File: config.mk
export PLATFORM = sky130hd
export DESIGN_NAME = dhp_host_port
export DESIGN_NICKNAME = d
export VERILOG_FILES = /design/src/verilog/dhp_pkg.sv /design/src/verilog/dhp_fifo.sv /design/src/verilog/dhp_host_port.sv
export SDC_FILE = /design/constraint.sdc
export NUM_CORES = 1
export LEC_CHECK = 0
export BUFFER_PORTS_ARGS = -buffer_cell sky130_fd_sc_hd__buf_2
export CAP_MARGIN = 20
export CORE_ASPECT_RATIO = 1.4
export CORE_MARGIN = 2
export CORE_UTILIZATION = 29
export CTS_BUF_LIST = sky130_fd_sc_hd__clkbuf_8
export DETAILED_ROUTE_END_ITERATION = 7
export PLACE_DENSITY = 0.51
export SLEW_MARGIN = 15
export SYNTH_ARGS = -nofsm -noshare
export SYNTH_HDL_FRONTEND = slang
export SYNTH_SLANG_ARGS = --single-unit
File: constraint.sdc
create_clock -name clk -period 3 [get_ports clk]
set_clock_uncertainty 0.1 [all_clocks]
set_input_delay 0.6 -clock clk [delete_from_list [all_inputs] [get_ports clk]]
set_output_delay 0.6 -clock clk [all_outputs]
set_load 0.005 [all_outputs]
File: src/verilog/dhp_pkg.sv
// constants and types shared by the disk controller host port
// What this block does
// - select low: write loads pointer byte, read returns status
// - auto-increment set: pointer advances by one after each register access
// - no advance after writing the step control register
// - no advance after any access to the disk data register
// - status bit 7 busy: disk op, byte processing or pointer increment
// - status bit 6 high while a disk operation runs
// - status bit 5 mirrors the write gate output
// - status bit 4 asks host to write a disk data byte
// - status bit 3 says a disk data byte waits to be read
// - status bit 1 follows the track zero pin
// - status bit 0 is the OR of the error register bits
// - writing the disk operation register clears the error summary
// - slow_down_request and speed_up_request outputs steer the external oscillator
package dhp_pkg;
	localparam logic [7:0] PTR_RESET = 8'h00;
	localparam int PTR_INC_BIT = 7;
	localparam int PTR_DATA_BIT = 6;
	localparam logic [5:0] REG_STEP = 6'h1F;
	localparam logic [5:0] REG_DISK_OP = 6'h3F;
	localparam int ST_BUSY = 7;
	localparam int ST_OP = 6;
	localparam int ST_WGATE = 5;
	localparam int ST_DREQ = 4;
	localparam int ST_DAVAIL = 3;
	localparam int ST_SEEK = 2;
	localparam int ST_TRK0 = 1;
	localparam int ST_ERR = 0;
	localparam int FIFO_DEPTH = 16;
	localparam int SYNC_STAGES = 3;
	typedef struct packed {
		logic [7:0] data;
		logic [5:0] addr;
	} dhp_wr_type;
	typedef enum logic [1:0] {
		IDLE,
		BUSY,
		INCR
	} dhp_state_type;
endpackage : dhp_pkg
File: src/verilog/dhp_fifo.sv
// parameterised valid/ready fifo
`timescale 1ns/100ps
`default_nettype none
module dhp_fifo #(
	parameter int WIDTH = 8,
	parameter int DEPTH = 16
) (
	// clock and reset
	input wire logic clk,
	input wire logic rstN,
	input wire logic ce,
	// fill side
	input wire logic inValid,
	output logic inReady,
	input wire logic [WIDTH-1:0] inData,
	// drain side
	output logic outValid,
	input wire logic outReady,
	output logic [WIDTH-1:0] outData
);
	localparam int AW = $clog2(DEPTH);
	logic [WIDTH-1:0] mem [DEPTH];
	logic [AW-1:0] wrPtr_q;
	logic [AW-1:0] rdPtr_q;
	logic [AW:0] count_q;
	logic push;
	logic pop;
	// flags from occupancy
	assign inReady = (count_q != (AW+1)'(DEPTH));
	assign outValid = (count_q != '0);
	assign push = inValid && inReady && ce;
	assign pop = outValid && outReady && ce;
	assign outData = mem[rdPtr_q];
	// storage write
	always_ff @(posedge clk) begin
		if (push) begin
			mem[wrPtr_q] <= inData;
		end
	end
	// pointers and count
	always_ff @(posedge clk or negedge rstN) begin
		if (!rstN) begin
			wrPtr_q <= '0;
			rdPtr_q <= '0;
			count_q <= '0;
		end else begin
			if (push) begin
				wrPtr_q <= wrPtr_q + 1'b1;
			end
			if (pop) begin
				rdPtr_q <= rdPtr_q + 1'b1;
			end
			if (push && !pop) begin
				count_q <= count_q + 1'b1;
			end else if (pop && !push) begin
				count_q <= count_q - 1'b1;
			end
		end
	end
endmodule : dhp_fifo
`default_nettype wire

File: src/verilog/dhp_host_port.sv
// host register port with status, pointer, write fifo and phase detector
`timescale 1ns/100ps
`default_nettype none
module dhp_host_port #(
	parameter int ERR_WIDTH = 8
) (
	// clock, reset, enable
	input wire logic clk,
	input wire logic nrst,
	input wire logic ce,
	// host bus
	input wire logic hostWr,
	input wire logic hostRd,
	input wire logic portSelectLine,
	input wire logic [7:0] hostDataIn,
	output logic [7:0] hostDataOut,
	// register file side
	output logic regWrValid,
	input wire logic regWrReady,
	output dhp_pkg::dhp_wr_type regWr,
	output logic regRdStrobe,
	output logic [5:0] regRdAddr,
	input wire logic [7:0] regRdData,
	output logic diskDataSel,
	// core status
	input wire logic diskOpActive,
	input wire logic writeGate,
	input wire logic dataRequest,
	input wire logic dataAvailable,
	input wire logic [ERR_WIDTH-1:0] errorBits,
	// drive pins
	input wire logic seekCompleteIn,
	input wire logic trackZeroIn,
	// phase detector
	input wire logic recoveredReadClockIn,
	input wire logic readDataDelayed,
	output logic slowDownRequest,
	output logic speedUpRequest
);
	logic [1:0] rstSync_q;
	logic rstN;
	logic [2:0] seekSync_q;
	logic [2:0] trk0Sync_q;
	logic [2:0] rclkSync_q;
	logic [2:0] rdd_q;
	logic seekLvl_q;
	logic trk0Lvl_q;
	logic [7:0] ptr_q;
	logic errMask_q;
	dhp_pkg::dhp_state_type state_q;
	logic accessDone;
	logic advance;
	logic fifoInReady;
	logic fifoPush;
	logic [7:0] status;
	logic errSummary;
	// reset release through two stages
	always_ff @(posedge clk or negedge nrst) begin
		if (!nrst) begin
			rstSync_q <= 2'h0;
		end else begin
			rstSync_q <= {rstSync_q[0], 1'b1};
		end
	end
	assign rstN = rstSync_q[1];
	// pin synchronisers, three stages
	always_ff @(posedge clk or negedge rstN) begin
		if (!rstN) begin
			seekSync_q <= 3'h0;
			trk0Sync_q <= 3'h0;
			rclkSync_q <= 3'h0;
			rdd_q <= 3'h0;
		end else if (ce) begin
			seekSync_q <= {seekSync_q[1:0], seekCompleteIn};
			trk0Sync_q <= {trk0Sync_q[1:0], trackZeroIn};
			rclkSync_q <= {rclkSync_q[1:0], recoveredReadClockIn};
			rdd_q <= {rdd_q[1:0], readDataDelayed};
		end
	end
	// accept level once stages two and three agree
	always_ff @(posedge clk or negedge rstN) begin
		if (!rstN) begin
			seekLvl_q <= 1'b0;
			trk0Lvl_q <= 1'b0;
		end else if (ce) begin
			if (seekSync_q[1] == seekSync_q[2]) begin
				seekLvl_q <= seekSync_q[2];
			end
			if (trk0Sync_q[1] == trk0Sync_q[2]) begin
				trk0Lvl_q <= trk0Sync_q[2];
			end
		end
	end
	// phase compare: data edge before clock edge means clock is late
	always_ff @(posedge clk or negedge rstN) begin
		if (!rstN) begin
			slowDownRequest <= 1'b0;
			speedUpRequest <= 1'b0;
		end else if (ce) begin
			speedUpRequest <= rdd_q[2] && !rclkSync_q[2];
			slowDownRequest <= rclkSync_q[2] && !rdd_q[2];
		end
	end
	// writes to data register go through the fifo
	assign fifoPush = ce && hostWr && portSelectLine;
	dhp_fifo #(
		.WIDTH($bits(dhp_pkg::dhp_wr_type)),
		.DEPTH(dhp_pkg::FIFO_DEPTH)
	) u_fifo (
		.clk(clk),
		.rstN(rstN),
		.ce(ce),
		.inValid(fifoPush),
		.inReady(fifoInReady),
		.inData({hostDataIn, ptr_q[5:0]}),
		.outValid(regWrValid),
		.outReady(regWrReady),
		.outData(regWr)
	);
	// read path to the pointed register
	assign regRdStrobe = ce && hostRd && portSelectLine;
	assign regRdAddr = ptr_q[5:0];
	assign diskDataSel = ptr_q[dhp_pkg::PTR_DATA_BIT];
	// advance only on non-data accesses with auto-inc, except writes to step
	assign accessDone = (regRdStrobe || (fifoPush && fifoInReady));
	assign advance = accessDone && ptr_q[dhp_pkg::PTR_INC_BIT]
		&& !ptr_q[dhp_pkg::PTR_DATA_BIT]
		&& !(fifoPush && ptr_q[5:0] == dhp_pkg::REG_STEP);
	// register pointer
	always_ff @(posedge clk or negedge rstN) begin
		if (!rstN) begin
			ptr_q <= dhp_pkg::PTR_RESET;
		end else if (ce) begin
			if (hostWr && !portSelectLine) begin
				ptr_q <= hostDataIn;
			end else if (advance) begin
				ptr_q[5:0] <= ptr_q[5:0] + 6'h01;
			end
		end
	end
	// busy sequencer: increment and byte processing
	always_ff @(posedge clk or negedge rstN) begin
		if (!rstN) begin
			state_q <= dhp_pkg::IDLE;
		end else if (ce) begin
			case (state_q)
				dhp_pkg::IDLE: begin
					if (advance) begin
						state_q <= dhp_pkg::INCR;
					end else if (fifoPush) begin
						state_q <= dhp_pkg::BUSY;
					end
				end
				dhp_pkg::INCR: begin
					state_q <= dhp_pkg::BUSY;
				end
				default: begin
					if (advance) begin
						state_q <= dhp_pkg::INCR;
					end else if (!regWrValid && !fifoPush) begin
						state_q <= dhp_pkg::IDLE;
					end
				end
			endcase
		end
	end
	// error summary cleared by a disk op command, stays clear until all error bits drop
	always_ff @(posedge clk or negedge rstN) begin
		if (!rstN) begin
			errMask_q <= 1'b0;
		end else if (ce) begin
			if (fifoPush && ptr_q[5:0] == dhp_pkg::REG_DISK_OP
				&& !ptr_q[dhp_pkg::PTR_DATA_BIT]) begin
				errMask_q <= 1'b1;
			end else if (errorBits == '0) begin
				errMask_q <= 1'b0;
			end
		end
	end
	assign errSummary = (|errorBits) && !errMask_q;
	// status byte assembly
	always_comb begin
		status = 8'h00;
		status[dhp_pkg::ST_BUSY] = diskOpActive || regWrValid
			|| (state_q != dhp_pkg::IDLE);
		status[dhp_pkg::ST_OP] = diskOpActive;
		status[dhp_pkg::ST_WGATE] = writeGate;
		status[dhp_pkg::ST_DREQ] = dataRequest;
		status[dhp_pkg::ST_DAVAIL] = dataAvailable;
		status[dhp_pkg::ST_SEEK] = seekLvl_q;
		status[dhp_pkg::ST_TRK0] = trk0Lvl_q;
		status[dhp_pkg::ST_ERR] = errSummary;
	end
	// registered read data
	always_ff @(posedge clk or negedge rstN) begin
		if (!rstN) begin
			hostDataOut <= 8'h00;
		end else if (ce && hostRd) begin
			hostDataOut <= portSelectLine ? regRdData : status;
		end
	end
	// checks
	property p_ptrLoad;
		@(posedge clk) disable iff (!rstN)
		(ce && hostWr && !portSelectLine) |=> ptr_q == $past(hostDataIn);
	endproperty
	a_ptrLoad: assert property (p_ptrLoad) else $error("pointer not loaded");
	property p_inc;
		@(posedge clk) disable iff (!rstN)
		(ce && advance && !(hostWr && !portSelectLine))
		|=> ptr_q[5:0] == $past(ptr_q[5:0]) + 6'h01;
	endproperty
	a_inc: assert property (p_inc) else $error("pointer did not advance");
	property p_noStep;
		@(posedge clk) disable iff (!rstN)
		(ce && fifoPush && ptr_q[5:0] == dhp_pkg::REG_STEP && !hostRd)
		|=> $stable(ptr_q);
	endproperty
	a_noStep: assert property (p_noStep) else $error("step advanced");
	property p_noData;
		@(posedge clk) disable iff (!rstN)
		(ce && portSelectLine && ptr_q[dhp_pkg::PTR_DATA_BIT]
		&& !(hostWr && !portSelectLine)) |=> $stable(ptr_q);
	endproperty
	a_noData: assert property (p_noData) else $error("data advanced");
	property p_busy;
		@(posedge clk) disable iff (!rstN)
		(diskOpActive || regWrValid) |-> status[dhp_pkg::ST_BUSY];
	endproperty
	a_busy: assert property (p_busy) else $error("busy low");
	property p_incBusy;
		@(posedge clk) disable iff (!rstN)
		(ce && advance) |=> status[dhp_pkg::ST_BUSY];
	endproperty
	a_incBusy: assert property (p_incBusy) else $error("no busy on inc");
	property p_op;
		@(posedge clk) disable iff (!rstN)
		status[dhp_pkg::ST_OP] == diskOpActive;
	endproperty
	a_op: assert property (p_op) else $error("op bit wrong");
	property p_wg;
		@(posedge clk) disable iff (!rstN)
		status[dhp_pkg::ST_WGATE] == writeGate;
	endproperty
	a_wg: assert property (p_wg) else $error("write gate bit wrong");
	property p_err;
		@(posedge clk) disable iff (!rstN)
		(errorBits == '0) |-> !status[dhp_pkg::ST_ERR];
	endproperty
	a_err: assert property (p_err) else $error("error without cause");
	property p_errClr;
		@(posedge clk) disable iff (!rstN)
		(ce && fifoPush && ptr_q == {2'b00, dhp_pkg::REG_DISK_OP})
		|=> !status[dhp_pkg::ST_ERR];
	endproperty
	a_errClr: assert property (p_errClr) else $error("error not cleared");
	property p_stRead;
		@(posedge clk) disable iff (!rstN)
		(ce && hostRd && !portSelectLine) |=> hostDataOut == $past(status);
	endproperty
	a_stRead: assert property (p_stRead) else $error("status read wrong");
	// status mirrors of the core handshakes
	property p_dreq;
		@(posedge clk) disable iff (!rstN)
		status[dhp_pkg::ST_DREQ] == dataRequest;
	endproperty
	a_dreq: assert property (p_dreq) else $error("request bit wrong");
	property p_davail;
		@(posedge clk) disable iff (!rstN)
		status[dhp_pkg::ST_DAVAIL] == dataAvailable;
	endproperty
	a_davail: assert property (p_davail) else $error("avail bit wrong");
	// pin levels reach status once two stages agree
	property p_seek;
		@(posedge clk) disable iff (!rstN)
		(ce && seekSync_q[1] == seekSync_q[2])
		|=> status[dhp_pkg::ST_SEEK] == $past(seekSync_q[2]);
	endproperty
	a_seek: assert property (p_seek) else $error("seek bit wrong");
	property p_trk0;
		@(posedge clk) disable iff (!rstN)
		(ce && trk0Sync_q[1] == trk0Sync_q[2])
		|=> status[dhp_pkg::ST_TRK0] == $past(trk0Sync_q[2]);
	endproperty
	a_trk0: assert property (p_trk0) else $error("track bit wrong");
	// phase requests follow the synchronised levels
	property p_fast;
		@(posedge clk) disable iff (!rstN)
		(ce && rdd_q[2] && !rclkSync_q[2]) |=> speedUpRequest;
	endproperty
	a_fast: assert property (p_fast) else $error("no speed_up_request request");
	property p_slow;
		@(posedge clk) disable iff (!rstN)
		(ce && rclkSync_q[2] && !rdd_q[2]) |=> slowDownRequest;
	endproperty
	a_slow: assert property (p_slow) else $error("no slow_down_request request");
	property p_oneDir;
		@(posedge clk) disable iff (!rstN)
		!(slowDownRequest && speedUpRequest);
	endproperty
	a_oneDir: assert property (p_oneDir) else $error("both requests");
	// data accesses reach the core
	property p_push;
		@(posedge clk) disable iff (!rstN)
		(ce && fifoPush && fifoInReady) |=> regWrValid;
	endproperty
	a_push: assert property (p_push) else $error("data write lost");
	property p_rdData;
		@(posedge clk) disable iff (!rstN)
		(ce && regRdStrobe) |=> hostDataOut == $past(regRdData);
	endproperty
	a_rdData: assert property (p_rdData) else $error("data read wrong");
	property p_refused;
		@(posedge clk) disable iff (!rstN)
		(ce && fifoPush && !fifoInReady && !hostRd) |=> $stable(ptr_q);
	endproperty
	a_refused: assert property (p_refused) else $error("pointer moved");
	property p_errSet;
		@(posedge clk) disable iff (!rstN)
		((|errorBits) && !errMask_q) |-> status[dhp_pkg::ST_ERR];
	endproperty
	a_errSet: assert property (p_errSet) else $error("error hidden");
	property p_incrBusy;
		@(posedge clk) disable iff (!rstN)
		(state_q == dhp_pkg::INCR) |-> status[dhp_pkg::ST_BUSY];
	endproperty
	a_incrBusy: assert property (p_incrBusy) else $error("incr not busy");
	// a low enable holds pointer, sequencer and read data
	property p_freeze;
		@(posedge clk) disable iff (!rstN)
		!ce |=> $stable(ptr_q) && $stable(state_q) && $stable(hostDataOut);
	endproperty
	a_freeze: assert property (p_freeze) else $error("state moved");
	c_incr: cover property (@(posedge clk) disable iff (!rstN) ce && advance);
	c_full: cover property (@(posedge clk) disable iff (!rstN) !fifoInReady);
	c_clr: cover property (@(posedge clk) disable iff (!rstN)
		errMask_q && (|errorBits));
	c_step: cover property (@(posedge clk) disable iff (!rstN)
		ce && fifoPush && ptr_q[5:0] == dhp_pkg::REG_STEP);
	c_phase: cover property (@(posedge clk) disable iff (!rstN)
		speedUpRequest || slowDownRequest);
endmodule : dhp_host_port
`default_nettype wire

## Yosys cells after proc, flatten, opt, wreduce, memory -nomap -nowiden

Memories as Yosys holds them, arrays and structs flattened.
Cells that the tools add are included.

| cells by class | value |
|---|---|
| add/sub/neg operators | 5 |
| equality and inequality tests | 7 |
| multiplexer cells | 14 |
| reductions and logical operators | 49 |

Operators with widths:

| cell | number |
|---|---|
| logical AND 1 bit | 21 |
| 2-to-1 mux 6 bit | 2 |
| zero test 1 bit | 10 |
| 2-to-1 mux 5 bit | 2 |
| AND reduction 2 bit | 5 |
| adder 4 x 1 -> 4 bit (second input constant) | 2 |
| zero test 8 bit | 1 |
| 2-to-1 mux 2 bit | 4 |
| 2-to-1 mux 8 bit | 1 |
| nonzero test 2 bit | 4 |
| OR reduction 8 bit | 1 |
| adder 6 x 1 -> 6 bit (second input constant) | 1 |
| equality test 6 x 5 -> 1 bit (second input constant) | 1 |
| equality test 6 bit (second input constant) | 1 |
| adder 5 x 1 -> 5 bit (second input constant) | 1 |
| != test 5 bit (second input constant) | 1 |
| nonzero test 5 bit | 1 |
| subtractor 5 x 1 -> 5 bit (second input constant) | 1 |
| 2-to-1 mux 1 bit | 4 |
| case mux 2 bit (2 select lines) | 1 |
| nonzero test 4 bit | 1 |
| logical OR 1 bit | 3 |
| != test 3 bit (second input constant) | 1 |
| AND reduction 3 bit | 1 |
| other kinds (3) | 4 |

| word-level totals | value |
|---|---|
| register bits | 50 |
| memory bits (writable) | 224 |
| input port bits | 39 |
| output and inout bits | 33 |
| word-level logic and storage cells | 93 |
| memories kept | 1 |

Memory list:

| name | depth | width | rd ports | clocked after memory_dff | write ports | line | RTL |
|---|---|---|---|---|---|---|---|
| u_fifo.mem | 16 | 14 | 1 | 0 | 1 | dhp_fifo.sv:22 | `logic [WIDTH-1:0] mem [DEPTH];` |

## Depth between registers and ports, before layout

| depth | value |
|---|---|
| depth after elaboration | 9 |
| depth in mapped cells | 10 |
| mapped depth without buffers | 9 |

## Modules after synthesis

A second synthesis with hierarchy kept.

| second synthesis, totals | value |
|---|---|
| cell total of the unflattened synthesis | 603 |
| area total of the unflattened synthesis | 11064.4 um2 |

By module, submodules not included:

| module | times used | cells each | area an instance (um2) | sequential area each (um2) |
|---|---|---|---|---|
| dhp_fifo | 1 | 435 | 9291.4 | 7051.8 |
| dhp_host_port | 1 | 168 | 1773.0 | 925.9 |

## Least setup slack after synthesis

OpenSTA, ideal clock, no wires.

| timing | value |
|---|---|
| kind | register to register |
| from | register u_fifo.count_q[1] |
| to | register u_fifo.count_q[4] |
| setup time | 0.080 ns |
| arrival | 2.606 ns |
| required time | 2.820 ns |
| path slack | 0.214 ns |
| stages on the path, launching flop included | 10 |
| buffers on the path | 0 |
| period minus slack after synthesis | 2.786 ns |
| path through | dfrtp_1 or4_4 o211ai_2 ha_1 inv_1 fa_1 a21o_1 a21oi_1 mux2i_1 xnor2_1 |

| between the ends | value |
|---|---|
| word-level cells in the longest chain between the ends | 6 |
| elaborated cells between the ends (all ways) | 15 |
| classes of those cells | add/sub: 2; eq/ne: 1; mux: 2; reduce/logical: 10 |

Ends and longest elaborated chain:

| what | line | RTL |
|---|---|---|
| start, declared | dhp_fifo.sv:25 | `logic [AW:0] count_q;` |
| start signal, assigned | dhp_fifo.sv:54 | `count_q <= count_q + 1'b1;` |
| start signal, assigned | dhp_fifo.sv:56 | `count_q <= count_q - 1'b1;` |
| branches (longest 6 deep; another with subtractor 5 x 1 -> 5 bit) | -- |  |

Parallel ways; which one is timed is not known. The select of a mux whose other input is x is not followed.
A chain may end at the register's enable or synchronous reset.

==> impl_metrics.env <==
export IMPL_status="finished with violations"
export IMPL_violations="negative setup slack"
export IMPL_io_pins=72
export IMPL_cts_buffers=42
export IMPL_synthTopCellsByCount="edfxtp_1 (224), mux4_2 (70), dfrtp_1 (50), a21oi_1 (16)"
export IMPL_port_buffer_count=71
export IMPL_clock_latency_ns=0.54
export IMPL_slew_limit_headroom_pct=52.3
export IMPL_startpoint_type="register"
export IMPL_fmax_ghz=0.317
export IMPL_yosys_warnings=0
export IMPL_cts_sinks=274
export IMPL_final_hold_viol_count=0
export IMPL_syn_num_nets=612
export IMPL_combPwrFrac_pct=29.4
export IMPL_synth_top_area_share_pct=60.7
export IMPL_synth_async_reset_ratio_pct=18.2
export IMPL_tightest_slew_ns=0.714
export IMPL_nets=740
export IMPL_peakVddDrop_v=0.000371
export IMPL_cts_tree="yes"
export IMPL_synth_area_per_cell_um2=19.7
export IMPL_grt_pass1_vias=6263
export IMPL_post_drt_via_cell_ratio=4.84
export IMPL_place_gp_congestion=0.798
export IMPL_synthesis_area_um2=11100
export IMPL_finalSetupTns_ns=-1.70
export IMPL_ys_types=58
export IMPL_synth_ff_type="edfxtp_1"
export IMPL_critPathLaunch="u_fifo.rdPtr_q[0]"
export IMPL_p_leak_uw=0.00453
export IMPL_hpwl_mm=15.5
export IMPL_yosysMostFrequentCell="edfxtp_1"
export IMPL_dr_pass1_iters=4
export IMPL_ant_nets=0
export IMPL_wirelength_mm=25.4
export IMPL_clockPowerShare_pct=26.8
export IMPL_fp_dieW_um=169
export IMPL_pre_cts_ws_ns=0.137
export IMPL_grt_usage_pct=12.8
export IMPL_drv_slew=0
export IMPL_reg2reg_from="u_fifo.count_q[0]"
export IMPL_num_vias=5772
export IMPL_p_per_area_nw_per_um2=824
export IMPL_end_kind="output port"
export IMPL_drtIter0Drc=402
export IMPL_cp_arrival_ns=2.46
export IMPL_p_sw_uw=3120
export IMPL_synth_seq_cells=274
export IMPL_grt_max_degree=49
export IMPL_antenna_found_initial=0
export IMPL_post_route_period_util_pct=105
export IMPL_drc=0
export IMPL_p_sw_share_pct=29.0
export IMPL_grt_overflow=0
export IMPL_yosysTopAreaCell="edfxtp_1"
export IMPL_clk_pin_slew_worst_paths_ns=0.06
export IMPL_synth_enable_flop_cells=224
export IMPL_cts_htree_levels=2
export IMPL_ys_seq_area_share_pct=72.0
export IMPL_intPower_uw=7650
export IMPL_wl_per_cell_um=21.3
export IMPL_crit_path_max_fanout=7
export IMPL_clk_path_buf_depth=3
export IMPL_postSynthCellCount=562
export IMPL_setup_viol=14
export IMPL_worstHoldStart="recoveredReadClockIn"
export IMPL_grt_pass1_wl_mm=38.1
export IMPL_path_class="reg -> out"
export IMPL_power_frac_seq_pct=43.8
export IMPL_die_h_um=235
export IMPL_worst_slack_ns=-0.155
export IMPL_drive_above_1_share_pct=36.8
export IMPL_period_minus_slack_ns=3.16
export IMPL_core_area_um2=37600
export IMPL_hp_class="in -> reg"
export IMPL_rsz0062_at_grt="true"
export IMPL_drv_cap=0
export IMPL_area_delta_synth_final_pct=17.8
export IMPL_critPathRequiredTime_ns=2.30
export IMPL_rows=84
export IMPL_n_antenna_cell=0
export IMPL_cts_root_buf="clkbuf_8"
export IMPL_yosys_top_cells_area="edfxtp_1 (61%), mux4_2 (14%), dfrtp_1 (11%)"
export IMPL_dieArea_um2=39800
export IMPL_start_util_pct=29.5
## routing by layer
layer	vias to the layer above	routed length, µm	global-route usage, %
met4	0	497	4.17
met3	37	1050	2.22
met1	3028	9600	14.6
met2	165	14300	24.1
met5	-	0	0
li1	2542	-	-
## cell families after synthesis
kind of cell               after synthesis  share of synthesized area (%)
muxes                                   91                           16.3
and+or+nand+nor                         83                           4.36
AOI/OAI and AO/OA                       51                           3.24
buffers and inverters                   41                           2.04
xor gates and xnor gates                10                          0.790
adders and majority gates               11                           1.31
other                                    1                         0.0338
DFF                                    274                           72.0
## state kept, by name (all words and copies together), names as in the netlist
signal           cells
errMask_q            1
hostDataOut          8
ptr_q                8
rclkSync_q           3
rdd_q                3
rstSync_q            2
seekLvl_q            1
seekSync_q           3
slowDownRequest      1
speedUpRequest       1
state_q              2
trk0Lvl_q            1
trk0Sync_q           3
u_fifo.count_q       5
u_fifo.mem         224
u_fifo.rdPtr_q       4
u_fifo.wrPtr_q       4
## area by class of cell
class / count / area [µm²]
Clock buffer: 45 / 619
Clock inverter: 29 / 150
Fill cell: 3555 / 24600
Inverter: 10 / 37.5
Multi-Input combinational cell: 247 / 2880
Sequential cell: 274 / 7990
Tap cell: 473 / 592
Timing Repair Buffer: 115 / 792
## stage by stage
stage | utilization (%) | cells | power (µW) | cell area, µm² | hold slack [ns]
2_1_floorplan | - | 562 | 6810 | 11100 | 0.204
3_3_place_gp | 32.3 | 1110 | 7740 | 12200 | 0.240
3_5_place_dp | 32.3 | 1110 | 7850 | 12200 | 0.235
4_1_cts | 34.4 | 1188 | 10800 | 13000 | 0.148
5_1_grt | 34.7 | 1193 | 11300 | 13100 | 0.169
6_report | 34.7 | 1193 | 10800 | 13100 | 0.189
## power by group through the flow
stage	registers (µW)	clock network [µW]	logic, µW
3_3_place_gp	4790	0	2950
2_1_floorplan	4750	0	2060
6_report	4720	2890	3160
4_1_cts	4720	2990	3090
3_5_place_dp	4820	0	3030
5_1_grt	4750	3140	3420
## placed cells by master (no fill, tap or decap), types with 3 or more instances in the layout
master	count
nor4_1	3
buf_2	71
edfxtp_1	224
ha_1	10
o221a_2	3
clkinv_2	9
mux2i_1	7
and4_1	4
nor2_1	14
a21oi_1	16
o21ai_0	11
dfrtp_1	47
xnor2_1	7
xor2_1	3
or3_1	3
buf_4	36
and2_1	13
nand3_1	6
inv_1	20
nand4_1	5
dfrtp_4	3
nand2_1	14
mux4_2	70
clkinv_1	8
clkbuf_8	45
mux2_2	14
and3_1	3
## what timing repair did
action / CTS / global route
setup buffers: 3 / 2
hold endpoints to repair: 2 / 0
gates resized for setup: 1 / 2
hold buffers: 1 / 0
pin swaps: 0 / 0
gates cloned: 0 / 3
endpoints found under the setup margin: 14 / 14
## final timing paths
| kind | to | slack (ns) | depth (start not counted) |
|---|---|---|---|
| worst max-delay path | regWr[8] | -0.16 | 5 |
| worst min-delay path | rclkSync_q[0] | 0.19 | 2 |
| worst max register to register | u_fifo.count_q[4] | 0.12 | 9 |
| worst min register to register | u_fifo.wrPtr_q[0] | 0.25 | 0 |
| max in group asynchronous | u_fifo.rdPtr_q[0] | 2.04 | 0 |
| min in group asynchronous | u_fifo.wrPtr_q[0] | 0.25 | 0 |
## worst max-delay path: stages, from the launching register on
cell     delay [ns]
dfrtp_4        0.46
buf_12         0.14
buf_16         0.14
mux4_2         0.52
mux4_2         0.51
buf_2          0.15
Note: power is estimated with default switching activity, not from simulation.
